<file path="config.mk">
export PLATFORM = sky130hd
export DESIGN_NAME = scr_device_flat
export DESIGN_NICKNAME = d
export VERILOG_FILES = /design/src/scr_pkg.sv /design/src/scr_link_if.sv /design/src/scr_device.sv /design/src/flat_wrapper.sv
export SDC_FILE = /design/constraint.sdc
export NUM_CORES = 1
export LEC_CHECK = 0
export BUFFER_PORTS_ARGS = -buffer_cell sky130_fd_sc_hd__buf_2
export CAP_MARGIN = 20
export CORE_MARGIN = 3
export CORE_UTILIZATION = 44
export DETAILED_ROUTE_END_ITERATION = 8
export GPL_TIMING_DRIVEN = 0
export MAX_ROUTING_LAYER = met4
export PLACE_DENSITY = 0.68
export SETUP_SLACK_MARGIN = 0.05
export SYNTH_ARGS = -nofsm -noshare
export SYNTH_HDL_FRONTEND = slang
export SYNTH_SLANG_ARGS = --single-unit
</file>
<file path="constraint.sdc">
create_clock -name i_clk_sys -period 1.5 [get_ports i_clk_sys]
set_input_delay 0.075 -clock i_clk_sys [delete_from_list [all_inputs] [get_ports i_clk_sys]]
set_output_delay 0.075 -clock i_clk_sys [all_outputs]
set_load 0.05 [all_outputs]
</file>
<file path="src/scr_pkg.sv">
package scr_pkg;

    // Word and address field
    localparam int WORD_W   = 32;
    localparam int ADDR_W   = 3;
    localparam int ADDR_LSB = 0;
    typedef logic [WORD_W-1:0] scr_word_t;
    typedef logic [ADDR_W-1:0] scr_addr_t;

    // Register addresses
    localparam scr_addr_t ADDR_REG0 = 3'h0;
    localparam scr_addr_t ADDR_REG1 = 3'h1;
    localparam scr_addr_t ADDR_REG2 = 3'h2;
    localparam scr_addr_t ADDR_REG3 = 3'h3;
    localparam scr_addr_t ADDR_REG4 = 3'h4;
    localparam scr_addr_t ADDR_REG5 = 3'h5;

    // Reset contents
    localparam scr_word_t RST_REG1 = 32'h0100_fc89;
    localparam scr_word_t RST_REG2 = 32'h0000_000a;
    localparam scr_word_t RST_REG3 = 32'h0000_000b;
    localparam scr_word_t RST_REG5 = 32'h0000_000d;

    // Readback command, written to address zero
    localparam int RB_EN_BIT  = 31;
    localparam int RB_SEL_LSB = 5;

    // Identity and calibration word layout
    localparam int ID_W     = 6;
    localparam int ID_LSB   = 5;
    localparam int DAC_W    = 10;
    localparam int QDAC_LSB = 12;
    localparam int IDAC_LSB = 22;
    typedef logic [ID_W-1:0]  scr_id_t;
    typedef logic [DAC_W-1:0] scr_dac_t;

    // Synchroniser lanes
    localparam int SYN_SCLK = 0;
    localparam int SYN_DATA = 1;
    localparam int SYN_STRB = 2;

    // Readback sequence
    localparam int        CNT_W   = 6;
    localparam logic [5:0] RB_LAST = 6'h1f;
    localparam logic [5:0] RD_LAST = 6'h20;
    localparam logic [5:0] WR_LAST = 6'h1f;

    // Serial clock timing, host side
    localparam int        CLK_NS      = 100;
    localparam int        SCLK_HALF_NS = 800;
    localparam int        HALF_CYC    = (SCLK_HALF_NS + CLK_NS - 1) / CLK_NS;
    localparam logic [3:0] HALF_LAST  = 4'(HALF_CYC - 1);

    // Host command port map
    localparam logic [3:0] H_OFF_TX   = 4'h0;
    localparam logic [3:0] H_OFF_CTRL = 4'h4;
    localparam logic [3:0] H_OFF_STAT = 4'h8;
    localparam logic [3:0] H_OFF_RX   = 4'hc;
    localparam int CTRL_GO_WR  = 0;
    localparam int CTRL_GO_RD  = 1;
    localparam int CTRL_SEL_LSB = 2;
    localparam int STAT_BUSY   = 0;
    localparam int STAT_DONE   = 1;

endpackage

</file>
<file path="src/scr_link_if.sv">
`timescale 1ns/1ns
interface scr_link_if;
    logic sclk;
    logic sdata;
    logic load_strobe;
    logic readback;

    modport dev (
        input  sclk,
        input  sdata,
        input  load_strobe,
        output readback
    );

    modport host (
        output sclk,
        output sdata,
        output load_strobe,
        input  readback
    );
endinterface

</file>
<file path="src/scr_device.sv">
// The plain strobed port and the register addresses were left to the implementer.
`timescale 1ns/1ns
module scr_device #(
    parameter scr_pkg::scr_id_t ID_CODE = 6'h15  // Arbitrary value
) (
    // System
    input  wire logic              i_clk_sys,
    input  wire logic              i_rst_b,
    // Calibration results
    input  wire scr_pkg::scr_dac_t i_dac_i,
    input  wire scr_pkg::scr_dac_t i_dac_q,
    // Link
    scr_link_if.dev                link,
    // Register contents
    output scr_pkg::scr_word_t     o_setup_gain_filter,
    output scr_pkg::scr_word_t     o_dc_cal_setup,
    output scr_pkg::scr_word_t     o_load_filter_ctrl,
    output scr_pkg::scr_word_t     o_trim_settings,
    // Load events
    output logic                   o_load_pulse,
    output scr_pkg::scr_addr_t     o_load_addr,
    output logic                   o_rb_active
);

    typedef struct packed {
        logic [2:0]         in_ff1;
        logic [2:0]         in_ff2;
        logic               sclk_prev;
        logic               strb_prev;
        scr_pkg::scr_word_t shift;
        scr_pkg::scr_word_t reg1;
        scr_pkg::scr_word_t reg2;
        scr_pkg::scr_word_t reg3;
        scr_pkg::scr_word_t reg5;
        logic               rb_armed;
        logic               rb_idle_done;
        logic [5:0]         rb_cnt;
        scr_pkg::scr_word_t rb_word;
        logic               rb_out;
        logic               load_pulse;
        scr_pkg::scr_addr_t load_addr;
    } scr_dev_state_t;

    localparam scr_dev_state_t RST_STATE = '{
        in_ff1:       3'h0,
        in_ff2:       3'h0,
        sclk_prev:    1'b0,
        strb_prev:    1'b0,
        shift:        32'h0000_0000,
        reg1:         scr_pkg::RST_REG1,
        reg2:         scr_pkg::RST_REG2,
        reg3:         scr_pkg::RST_REG3,
        reg5:         scr_pkg::RST_REG5,
        rb_armed:     1'b0,
        rb_idle_done: 1'b0,
        rb_cnt:       6'h00,
        rb_word:      32'h0000_0000,
        rb_out:       1'b0,
        load_pulse:   1'b0,
        load_addr:    3'h0
    };

    scr_dev_state_t state_reg;
    scr_dev_state_t state_next;

    logic               sclk_rise;
    logic               strb_rise;
    logic               data_bit;
    scr_pkg::scr_addr_t word_addr;
    scr_pkg::scr_addr_t rb_sel;
    scr_pkg::scr_word_t reg0_word;
    scr_pkg::scr_word_t rb_pick;
    logic               rb_shift_en;
    logic               rb_last_bit;
    logic               load_known;

    // Edge finding on the synchronised link pins
    assign sclk_rise = state_reg.in_ff2[scr_pkg::SYN_SCLK] & ~state_reg.sclk_prev;
    assign strb_rise = state_reg.in_ff2[scr_pkg::SYN_STRB] & ~state_reg.strb_prev;
    assign data_bit  = state_reg.in_ff2[scr_pkg::SYN_DATA];

    // Address from the lowest bits of the collected word
    assign word_addr = state_reg.shift[scr_pkg::ADDR_LSB +: scr_pkg::ADDR_W];
    assign rb_sel    = state_reg.shift[scr_pkg::RB_SEL_LSB +: scr_pkg::ADDR_W];

    // Readback steps only after the idle pulse has passed
    assign rb_shift_en = state_reg.rb_armed & state_reg.rb_idle_done;
    assign rb_last_bit = (state_reg.rb_cnt == scr_pkg::RB_LAST);

    // Only the five defined addresses take a load
    assign load_known  = (word_addr != scr_pkg::ADDR_REG4) &&
                         (word_addr <= scr_pkg::ADDR_REG5);

    // Identity and calibration result word
    always_comb begin
        reg0_word = '0;
        reg0_word[scr_pkg::ADDR_LSB +: scr_pkg::ADDR_W] = scr_pkg::ADDR_REG0;
        reg0_word[scr_pkg::ID_LSB +: scr_pkg::ID_W] = ID_CODE;
        reg0_word[scr_pkg::QDAC_LSB +: scr_pkg::DAC_W] = i_dac_q;
        reg0_word[scr_pkg::IDAC_LSB +: scr_pkg::DAC_W] = i_dac_i;
    end

    // Source of the readback word
    always_comb begin
        unique case (rb_sel)
            scr_pkg::ADDR_REG0: rb_pick = reg0_word;
            scr_pkg::ADDR_REG1: rb_pick = state_reg.reg1;
            scr_pkg::ADDR_REG2: rb_pick = state_reg.reg2;
            scr_pkg::ADDR_REG3: rb_pick = state_reg.reg3;
            scr_pkg::ADDR_REG5: rb_pick = state_reg.reg5;
            default:            rb_pick = '0;
        endcase
    end

    always_comb begin
        state_next = state_reg;
        state_next.load_pulse = 1'b0;

        // Two-flop synchronisers
        state_next.in_ff1[scr_pkg::SYN_SCLK] = link.sclk;
        state_next.in_ff1[scr_pkg::SYN_DATA] = link.sdata;
        state_next.in_ff1[scr_pkg::SYN_STRB] = link.load_strobe;
        state_next.in_ff2    = state_reg.in_ff1;
        state_next.sclk_prev = state_reg.in_ff2[scr_pkg::SYN_SCLK];
        state_next.strb_prev = state_reg.in_ff2[scr_pkg::SYN_STRB];

        if (sclk_rise) begin
            // New bit enters at the top, so the first bit sent lands in bit zero
            state_next.shift = {data_bit, state_reg.shift[scr_pkg::WORD_W-1:1]};
            // Readback pin moves only on a serial clock rise
            if (!state_reg.rb_armed) begin
                state_next.rb_out = 1'b0;
            end else if (!rb_shift_en) begin
                state_next.rb_idle_done = 1'b1;
            end else begin
                state_next.rb_out  = state_reg.rb_word[0];
                state_next.rb_word = state_reg.rb_word >> 1;
                state_next.rb_cnt  = state_reg.rb_cnt + 6'h01;
                if (rb_last_bit) begin
                    state_next.rb_armed = 1'b0;
                end
            end
        end

        if (strb_rise) begin
            // Any load ends a readback still in progress
            state_next.rb_armed     = 1'b0;
            state_next.rb_idle_done = 1'b0;
            state_next.rb_cnt       = '0;
            state_next.load_addr    = word_addr;
            state_next.load_pulse   = load_known;
            // Whole word stored, address bits included
            unique case (word_addr)
                scr_pkg::ADDR_REG0: begin
                    if (state_reg.shift[scr_pkg::RB_EN_BIT]) begin
                        state_next.rb_armed = 1'b1;
                        state_next.rb_word  = rb_pick;
                    end
                end
                scr_pkg::ADDR_REG1: begin
                    state_next.reg1 = state_reg.shift;
                end
                scr_pkg::ADDR_REG2: begin
                    state_next.reg2 = state_reg.shift;
                end
                scr_pkg::ADDR_REG3: begin
                    state_next.reg3 = state_reg.shift;
                end
                scr_pkg::ADDR_REG5: begin
                    state_next.reg5 = state_reg.shift;
                end
                default: begin
                    state_next.load_pulse = 1'b0;
                end
            endcase
        end
    end

    // One register stage holds the whole state
    always_ff @(posedge i_clk_sys or negedge i_rst_b) begin
        if (!i_rst_b) begin
            state_reg <= RST_STATE;
        end else begin
            state_reg <= state_next;
        end
    end

    // Outputs
    assign link.readback         = state_reg.rb_out;
    assign o_setup_gain_filter   = state_reg.reg1;
    assign o_dc_cal_setup        = state_reg.reg2;
    assign o_load_filter_ctrl    = state_reg.reg3;
    assign o_trim_settings       = state_reg.reg5;
    assign o_load_pulse          = state_reg.load_pulse;
    assign o_load_addr           = state_reg.load_addr;
    assign o_rb_active           = state_reg.rb_armed;

endmodule // scr_device

</file>
<file path="src/flat_wrapper.sv">
// flat-port wrapper written by rule: the top's interface ports become plain ports
module scr_device_flat 
#(
    parameter scr_pkg::scr_id_t ID_CODE = 6'h15                    
)
  (i_clk_sys, i_rst_b, i_dac_i, i_dac_q, o_setup_gain_filter, o_dc_cal_setup, o_load_filter_ctrl, o_trim_settings, o_load_pulse, o_load_addr, o_rb_active, link_sclk, link_sdata, link_load_strobe, link_readback);
  scr_link_if link_i ();
  input  wire logic i_clk_sys;
  input  wire logic i_rst_b;
  input  wire scr_pkg::scr_dac_t i_dac_i;
  input  wire scr_pkg::scr_dac_t i_dac_q;
  output scr_pkg::scr_word_t o_setup_gain_filter;
  output scr_pkg::scr_word_t o_dc_cal_setup;
  output scr_pkg::scr_word_t o_load_filter_ctrl;
  output scr_pkg::scr_word_t o_trim_settings;
  output logic o_load_pulse;
  output scr_pkg::scr_addr_t o_load_addr;
  output logic o_rb_active;
  input wire logic [$bits(link_i.sclk)-1:0] link_sclk;
  input wire logic [$bits(link_i.sdata)-1:0] link_sdata;
  input wire logic [$bits(link_i.load_strobe)-1:0] link_load_strobe;
  output wire logic [$bits(link_i.readback)-1:0] link_readback;
  assign link_i.sclk = link_sclk;
  assign link_i.sdata = link_sdata;
  assign link_i.load_strobe = link_load_strobe;
  assign link_readback = link_i.readback;
  scr_device #(.ID_CODE(ID_CODE)) u_core (.i_clk_sys(i_clk_sys), .i_rst_b(i_rst_b), .i_dac_i(i_dac_i), .i_dac_q(i_dac_q), .link(link_i), .o_setup_gain_filter(o_setup_gain_filter), .o_dc_cal_setup(o_dc_cal_setup), .o_load_filter_ctrl(o_load_filter_ctrl), .o_trim_settings(o_trim_settings), .o_load_pulse(o_load_pulse), .o_load_addr(o_load_addr), .o_rb_active(o_rb_active));
endmodule
</file>
==> flow_metrics.tcl, run 1 <==
set metrics [dict create \
    critical_path.startpoint "u_core.state_reg[174]" \
    drc_errors 0 \
    cp_num_buf_inv 2 \
    worst_path_dominant_cell_family "simple AND/OR/NAND/NOR gates" \
    dpl_cell_area_um2 11800 \
    cts_root_buffer "clkbuf_16" \
    synthArstFlopShare 1.00 \
    die_w_um 160 \
    hp-class "primary input to flop" \
    required_ps 1890 \
    cp_slowest_cell "dfrtp_2" \
    status "complete, but fails checks" \
    worst_slack_ps -212 \
    routed_wl_um 29600 \
    core_area_um2 23000 \
    vias 7599 \
    syn_area_per_cell_um2 11.9 \
    drive_gt1_frac 0.608 \
    vias_per_cell 5.22 \
    rr_worst_depth 5 \
    dp_hpwl_um 17700 \
    first_iter_violations 466 \
    cp.depth 5 \
    antennaDiodeCount 0 \
    nets 1151 \
    worst_slew_pin_slew_ps 535 \
    fin_crit_sh 1.14 \
    gp_congestion 0.812 \
    ys_types 45 \
    cts_tree "built" \
    grt_pass1_wl_um 42900 \
    synth_top_flop_cell "dfrtp_1" \
    violations "setup timing" \
    worst_setup_path_start_kind "flop" \
    powerDensity_nw_per_um2 942 \
    slew_viol_final 0 \
    die_y_um 160 \
    design_area_um2 14600 \
    antenna_found_initial 0 \
    arrival_ps 2100 \
    worstPathMaxFanout 6 \
    p_leak_uw 0.00739 \
    grt-ovfl-total 0 \
    grtUsageTotal 0.215 \
    max_freq_mhz 584 \
    num_rows 55 \
    ys_top_cells_by_area "dfrtp_1 47%, mux2_2 13%, buf_4 9.5%, dfstp_2 4.5%, mux2i_1 4.0%" \
    path_cells "nand2b_4 -> or3_1 -> buf_6 -> clkbuf_16 -> mux2_4" \
    setup_viol 154 \
    ys.warnings.count 0 \
    yosysMostFrequentCell "dfrtp_1" \
    worstSkewPairLatency_ps 520 \
    synth_enable_flop_cells 0 \
    slew_headroom 0.643 \
    initial_core_util 0.455 \
    largest_reg_flops 70 \
    finalClockSkew_ps 19.5 \
    die-area_um2 25600 \
    cts_buffers 23 \
    cpPeakStageDelay_ps 420 \
    clk_pin_slew_ps 60 \
    grt_pass1_vias 7470 \
    cts.sinks 213 \
    syn-cell-area_um2 10500 \
    syn-instance-count 878 \
    peakVddDrop_v 0.000652 \
    drtAntennaViolNets 0 \
    fin_tns_setup_ps -20830 \
    wl_per_cell_um 20.3 \
    r2r_start "u_core.state_reg[174]" \
    yosysTopAreaCell "dfrtp_1" \
    rsz0062_at_grt "yes" \
    area_growth_pct 40.0 \
    finalHoldViolations 0 \
    yosys_register_bits 213 \
    yosysTopAreaCellShare 0.467 \
    drtPass1Iterations 4 \
    syn-num-nets 904 \
    criticalPathCategory "flop to flop" \
    clockBufferDepth 3 \
    io_pins 159 \
    yosysSeqAreaShare 0.512 \
    cp-end-kind "flop" \
    port_buffers 158 \
    drv_cap 0 \
    fin_crit_ps 1710 \
    synth_common_cells "195 x dfrtp_1, 132 x buf_4, 123 x mux2_2" \
    hold_start "i_dac_q[2]" \
    grt_max_degree 82 \
    hold_depth 5 \
    cts.htree.levels 1 \
]
==> where the power goes <==
part / leakage [µW] / internal, µW / switching (µW) / total [µW]
clock network: 0.000367 / 3330 / 2320 / 5650
logic: 0.00426 / 707 / 694 / 1400
registers: 0.00277 / 6240 / 501 / 6740
==> final timing paths <==
| check | endpoint | slack (ps) |
|---|---|---|
| min in group asynchronous | u_core.o_load_filter_ctrl[4] | 130 |
| max reg2reg | u_core.o_setup_gain_filter[20] | -210 |
| min reg2reg | u_core.state_next[205] | 350 |
| min | u_core.state_reg[19] | 40 |
| max in group asynchronous | u_core.o_setup_gain_filter[14] | 580 |
| max | u_core.o_setup_gain_filter[20] | -210 |
==> cell families after synthesis <==
logic type,count (synthesis),share of synthesized area
compound gates,113,0.0742
xor+xnor,5,0.00419
fa+ha+maj,1,0.00120
buf+inv,195,0.124
flops,213,0.512
mux,190,0.209
simple gates,161,0.0760
==> through the flow <==
stage | hold slack [ps] | cells | worst slack (ps) | power, µW | utilization
after floorplan | -221 | 878 | -116 | 7320 | -
final | 41.4 | 1455 | -212 | 13800 | 0.637
after global routing | 56.4 | 1455 | -265 | 14300 | 0.637
after global placement | 185 | 1349 | -3660 | 7710 | 0.510
after CTS | 22.9 | 1436 | -146 | 13500 | 0.599
after detailed placement | 71.7 | 1351 | -652 | 7780 | 0.513
==> final cells by class <==
cell class              instances  area, µm²
multi-input cells             470       4610
inverters                       5       22.5
clock inverters                 8       93.8
repair buffers                229       1830
fillers                      1743       8340
flip-flops and latches        213       5360
plain buffers                 183       1690
well taps                     313        392
clock buffers                  34        647
==> placed cells by master, fill, tap and decap left out, drive strengths merged, types with 2 or more instances in the layout <==
| cell type | instances |
|---|---|
| buf | 388 |
| dfrtp | 195 |
| mux2 | 148 |
| nand2 | 81 |
| clkbuf | 54 |
| mux2i | 42 |
| a31oi | 29 |
| nor2 | 27 |
| o21ai | 25 |
| nand3b | 19 |
| a211oi | 19 |
| dfstp | 18 |
| a22o | 18 |
| a221oi | 10 |
| nor2b | 8 |
| a21oi | 6 |
| nand2b | 6 |
| clkinv | 5 |
| inv | 5 |
| xor2 | 4 |
| dlygate4sd3 | 4 |
| or2 | 4 |
| and2 | 3 |
| nor4b | 2 |
| nand4b | 2 |
| nand4 | 2 |
| bufinv | 2 |
| nor3 | 2 |
==> tightest hold or removal path, delay by kind of cell <==
family	cells	cell delay, ps
compound gates	2	180
buf+inv	1	80
mux	1	70
simple gates	1	90
==> repair_timing <==
action                                 4_1_cts  5_1_grt
buffers inserted                            38       17
resized for setup                          221      143
setup endpoints to repair                  208      175
pin swaps                                   23       23
endpoints found under the hold margin       80        0
cloned                                       7        7
hold buffers                                 4        0
==> routing by layer <==
layer  part of all wire  global-route usage  vias to the layer above
met5                  0                   -                        -
met4              0.021              0.0497                        0
met3              0.053              0.0272                       36
met2               0.48               0.346                      262
met1               0.44               0.294                     3855
li1                   -                   -                     3446
Note: power is estimated with default switching activity, not from simulation.
==> run 2, diff against run 1 <==
CELL_PAD_IN_SITES_DETAIL_PLACEMENT = 0   (was not set)
CELL_PAD_IN_SITES_GLOBAL_PLACEMENT = 2   (was not set)
CORE_UTILIZATION = 34   (was 44)
PLACE_DENSITY = 0.76   (was 0.68)
==> run 2 against run 1 <==
The flow still finishes with violations (setup timing); cell area increased by 2.1%; power increased by 7.2%; clock power increased by 21%; global-route usage decreased by 3.6 points.
==> flow_metrics.tcl, run 2 (synthesized netlist as in run 1, its figures left out) <==
set metrics [dict create \
    crit_end "u_core.o_setup_gain_filter[17]" \
    status "complete, but fails checks" \
    drtAntennaViolNets 0 \
    cp_num_buf_inv 2 \
    drv_cap 0 \
    clk_pin_slew_ps 60 \
    fin_crit_ps 1680 \
    peakVddDrop_v 0.000797 \
    critical_path.startpoint "u_core.state_reg[205]" \
    die-area_um2 32900 \
    p_int_uw 11300 \
    swShare 0.237 \
    die_w_um 181 \
    holdWs_ps 45.1 \
    drc_errors 0 \
    cts_tree "built" \
    dp_hpwl_um 19200 \
    vias_per_cell 4.83 \
    routed_wl_um 30600 \
    multi_input_comb_area_um2 4700 \
    p_clk_frac 0.464 \
    grt-ovfl-total 0 \
    cpPeakStageDelay_ps 390 \
    final_cell_mix "190 x dfrtp_1, 164 x buf_4, 140 x buf_2" \
    finalHoldViolations 0 \
    r2r_end "u_core.o_setup_gain_filter[17]" \
    gp_congestion 0.793 \
    arrival_ps 2080 \
    r2r_slack_ps -180 \
    largest_reg_flops 70 \
    antenna_found_initial 0 \
    antennaDiodeCount 0 \
    fin_crit_sh 1.12 \
    p_sw_uw 3500 \
    slew_viol_final 0 \
    first_iter_violations 374 \
    cts_root_buffer "clkbuf_16" \
    dpl_cell_area_um2 11900 \
    regArea_um2 5360 \
    worst_path_dominant_cell_family "simple AND/OR/NAND/NOR gates" \
    layout.cells.non_filler 1528 \
    fillCellCount 2702 \
    die_y_um 181 \
    combPwrFrac 0.081 \
    setup_viol 148 \
    vias 7381 \
    cts_buffers 24 \
    p_leak_uw 0.00750 \
    drive_gt1_frac 0.609 \
    drtPass1Iterations 5 \
    dpl.cell_count 1427 \
    path_cells "nand2b_4 -> or3_4 -> buf_12 -> clkbuf_16 -> mux2_4" \
    design_area_um2 15000 \
    fin_tns_setup_ps -13190 \
    slew_headroom 0.433 \
    io_pins 159 \
    max_freq_mhz 595 \
    dp_slack_ps -878 \
    worst_slew_pin_slew_ps 850 \
    grtUsageTotal 0.179 \
    area_growth_pct 43.0 \
    cp.depth 5 \
    required_ps 1900 \
    grt_pass1_vias 7577 \
    rsz0062_at_grt "yes" \
    pwr-share-seq 0.455 \
    layout_commonest_cell "dfrtp_1" \
    finalClockSkew_ps 12.7 \
    cts.sinks 213 \
    criticalPathCategory "flop to flop" \
    port_buffers 158 \
    grt_max_degree 109 \
    cts.htree.levels 1 \
    wl_per_cell_um 20.0 \
    cp_slowest_cell "or3_4" \
    worst_setup_path_start_kind "flop" \
    clockBufferDepth 3 \
    violations "setup timing" \
    core_area_um2 30000 \
    worstPathMaxFanout 6 \
    powerDensity_nw_per_um2 989 \
    rr_worst_depth 5 \
    worst_slack_ps -179 \
    num_rows 63 \
    initial_core_util 0.349 \
    hp-class "primary input to flop" \
    cp-end-kind "flop" \
    r2r_start "u_core.state_reg[205]" \
    nets 1146 \
    worstSkewPairLatency_ps 520 \
    grt_pass1_wl_um 45400 \
]
==> run 2: worst min path at each step <==
stage          slack [ps]                         to  startpoint  cells past startpoint
2_1_floorplan        -220            u_core.data_bit     i_rst_b                      0
3_3_place_gp          190     u_core.state_next[208]  link_sdata                      1
3_5_place_dp          190  u_core.o_trim_settings[1]     i_rst_b                      1
4_1_cts                40       u_core.state_reg[30]  i_dac_i[3]                      5
5_1_grt                40       u_core.state_reg[26]  i_dac_q[9]                      5
6_report               50       u_core.state_reg[24]  i_dac_q[7]                      5
==> run 2: stage by stage <==
| stage | total power, µW | utilization |
|---|---|---|
| after floorplan | 7320 | - |
| after CTS | 14800 | 0.473 |
| after global routing | 15400 | 0.499 |
| after detailed placement | 7780 | 0.396 |
| final | 14800 | 0.499 |
| after global placement | 7740 | 0.394 |
==> run 2: worst register-to-register path: stages, from the launching register on <==
cell and delay, ps:
dfrtp_1 370, nand2b_4 170, or3_4 390, buf_12 160, clkbuf_16 180, mux2_4 290
==> run 2: power by group through the flow <==
stage / logic [µW] / clock network (µW) / registers, µW
finish: 1200 / 6860 / 6730
global route: 1320 / 7230 / 6810
CTS: 1120 / 7000 / 6710
detailed placement: 982 / 0 / 6800
global placement: 949 / 0 / 6790
floorplan: 624 / 0 / 6700
==> run 2: repair_timing <==
action                     4_1_cts  5_1_grt
setup endpoints to repair      214      200
buffers inserted                31       17
gates resized for setup        256      136
pin swaps                       18       21
hold endpoints to repair        99        0
cloned                           9        8
hold buffers                     4        0
==> run 2: final cells by class <==
type	instances	share of cell area
timing repair buffer	225	0.121
multi-input combinational	471	0.314
tap	390	0.0326
clock inverter	9	0.0149
clock buffer	35	0.0470
buffer	180	0.110
sequential	213	0.358
inverter	5	0.00151
==> run 2: routing by layer <==
layer	routed length, µm	vias to the layer above	GRT usage
li1	-	3431	-
met1	14300	3762	0.252
met2	14600	159	0.284
met3	1170	29	0.0238
met4	416	0	0.0302
met5	0	-	-
==> run 3, diff against run 2 <==
==> constraint.sdc (replaced) <==
create_clock -name i_clk_sys -period 1.5 [get_ports i_clk_sys]
set_input_delay 0.225 -clock i_clk_sys [delete_from_list [all_inputs] [get_ports i_clk_sys]]
set_output_delay 0.225 -clock i_clk_sys [all_outputs]
set_load 0.05 [all_outputs]
==> run 3 against run 2 <==
The flow still finishes with violations (setup timing); via count is 4.8% higher; sequential power hardly changed; first-iteration DRC count increased by 12%; utilization up 4.7 points; maximum frequency grew 0.50%; power grew 0.14%; highest routed layer unchanged; largest cell class unchanged; combinational power hardly changed; count of clock-buffer cells in the layout unchanged; global-route usage increased by 1.0 points; die area unchanged; hold slack better by 160 ps; sequential share of layout area shrank 3.1 points.
==> flow_metrics.tcl, run 3 (synthesized netlist as in run 1, its figures left out) <==
set metrics [dict create \
    status "complete, but fails checks" \
    violations "setup timing" \
    die_w_um 181 \
    vias 7733 \
    design_area_um2 16400 \
    die-area_um2 32900 \
    cts_tree "built" \
    cts_root_buffer "clkbuf_16" \
    fillCellCount 2589 \
    drtAntennaViolNets 0 \
    worstPathMaxFanout 6 \
    grt_pass1_wl_um 48000 \
    dpl_cell_area_um2 11900 \
    final_cell_mix "231 x buf_4, 189 x dfrtp_1, 108 x mux2_4" \
    worst_slew_pin_slew_ps 655 \
    nets 1218 \
    worstSkewPairLatency_ps 520 \
    largest_reg_flops 70 \
    p_leak_uw 0.00799 \
    worst_setup_path_start_kind "flop" \
    peakVddDrop_v 0.000805 \
    worst_slack_ps -171 \
    initial_core_util 0.349 \
    drv_cap 0 \
    io_pins 159 \
    max_freq_mhz 598 \
    antennaDiodeCount 0 \
    grt_max_degree 109 \
    cts_buffers 24 \
    layout_commonest_cell "buf_4" \
    cp-end-kind "flop" \
    dp_hpwl_um 19200 \
    fin_crit_ps 1670 \
    core_area_um2 30000 \
    clk_pin_slew_ps 60 \
    clockBufferDepth 3 \
    vias_per_cell 4.83 \
    grt-ovfl-total 0 \
    first_iter_violations 418 \
    hp-class "primary input to flop" \
    final_core_util 0.547 \
    fin_crit_sh 1.11 \
    port_buffers 158 \
    arrival_ps 2070 \
    setup_viol 147 \
    wl_per_cell_um 19.8 \
    drive_gt1_frac 0.629 \
    powerDensity_nw_per_um2 904 \
    required_ps 1900 \
    criticalPathCategory "flop to flop" \
    slew_viol_final 0 \
    antenna_found_initial 0 \
    num_rows 63 \
    slew_headroom 0.563 \
    grt_pass1_vias 8139 \
    die_y_um 181 \
    routed_wl_um 31700 \
    gp_congestion 0.793 \
    finalClockSkew_ps 10.5 \
    drtPass1Iterations 4 \
    grtUsageTotal 0.189 \
    cts.htree.levels 1 \
    area_growth_pct 56.6 \
    finalHoldViolations 0 \
    drc_errors 0 \
    cts.sinks 213 \
    rsz0062_at_grt "yes" \
]
run 3: worst paths after layout:
| kind | start | endpoint | slack (ps) | cells past startpoint |
|---|---|---|---|---|
| worst max-delay path | u_core.state_reg[205] | u_core.o_setup_gain_filter[17] | -170 | 5 |
| worst min-delay path | i_dac_q[4] | u_core.state_reg[21] | 200 | 5 |
| worst max register to register | u_core.state_reg[205] | u_core.o_setup_gain_filter[17] | -170 | 5 |
| worst min register to register | u_core.state_next[209] | u_core.state_next[205] | 350 | 0 |
| max in group asynchronous | i_rst_b | u_core.o_dc_cal_setup[19] | 300 | 3 |
| min in group asynchronous | i_rst_b | u_core.o_trim_settings[1] | 260 | 2 |
run 3: what timing repair did:
action	in CTS	in global routing
setup buffers	143	30
endpoints found under the hold margin	99	0
gates resized for setup	501	179
cloned	9	5
endpoints found under the setup margin	328	388
pin swaps	18	12
hold buffers	4	0
run 3: power by group:
group	switching, µW	internal [µW]	total [µW]	leakage [µW]
Sequential	490	6240	6730	0.00276
Clock	2450	4450	6900	0.000447
Combinational	589	596	1190	0.00478
Total	3530	11300	14800	0.00799
run 3: worst max-delay path, cell delays in order, from the launching register on:
cell       delay (ps)
dfrtp_1           370
nand2b_4          170
or3_4             390
buf_12            160
clkbuf_16         170
mux2_4            290
run 3: per-layer routing:
metal,wire (µm),GRT usage,vias up
met4,422,0.0311,0
li1,-,-,3570
met1,14800,0.263,3937
met3,1320,0.0236,32
met2,15200,0.305,194
met5,0,-,-
run 3: area by class of cell:
cell class | count | area [µm²] | share of cell area
sequential | 213 | 5360 | 0.327
inverter | 5 | 22.5 | 0.00138
buffer | 131 | 1330 | 0.0814
multi-input combinational | 471 | 4660 | 0.284
clock buffer | 35 | 703 | 0.0429
tap | 390 | 488 | 0.0298
timing repair buffer | 346 | 3590 | 0.219
clock inverter | 9 | 223 | 0.0136
run 3: per-stage QoR:
| stage | std cells | setup WS (ps) | total power [µW] | TNS, ps | hold slack, ps |
|---|---|---|---|---|---|
| final | 1600 | -171 | 14800 | -12170 | 202 |
| after global routing | 1600 | -220 | 15400 | -19270 | 193 |
| after CTS | 1597 | -212 | 14800 | -17200 | 190 |
| after detailed placement | 1427 | -878 | 7780 | -81370 | 336 |
| after global placement | 1426 | -3950 | 7740 | -806100 | 336 |
| after floorplan | 878 | -116 | 7320 | -7030 | -70.6 |
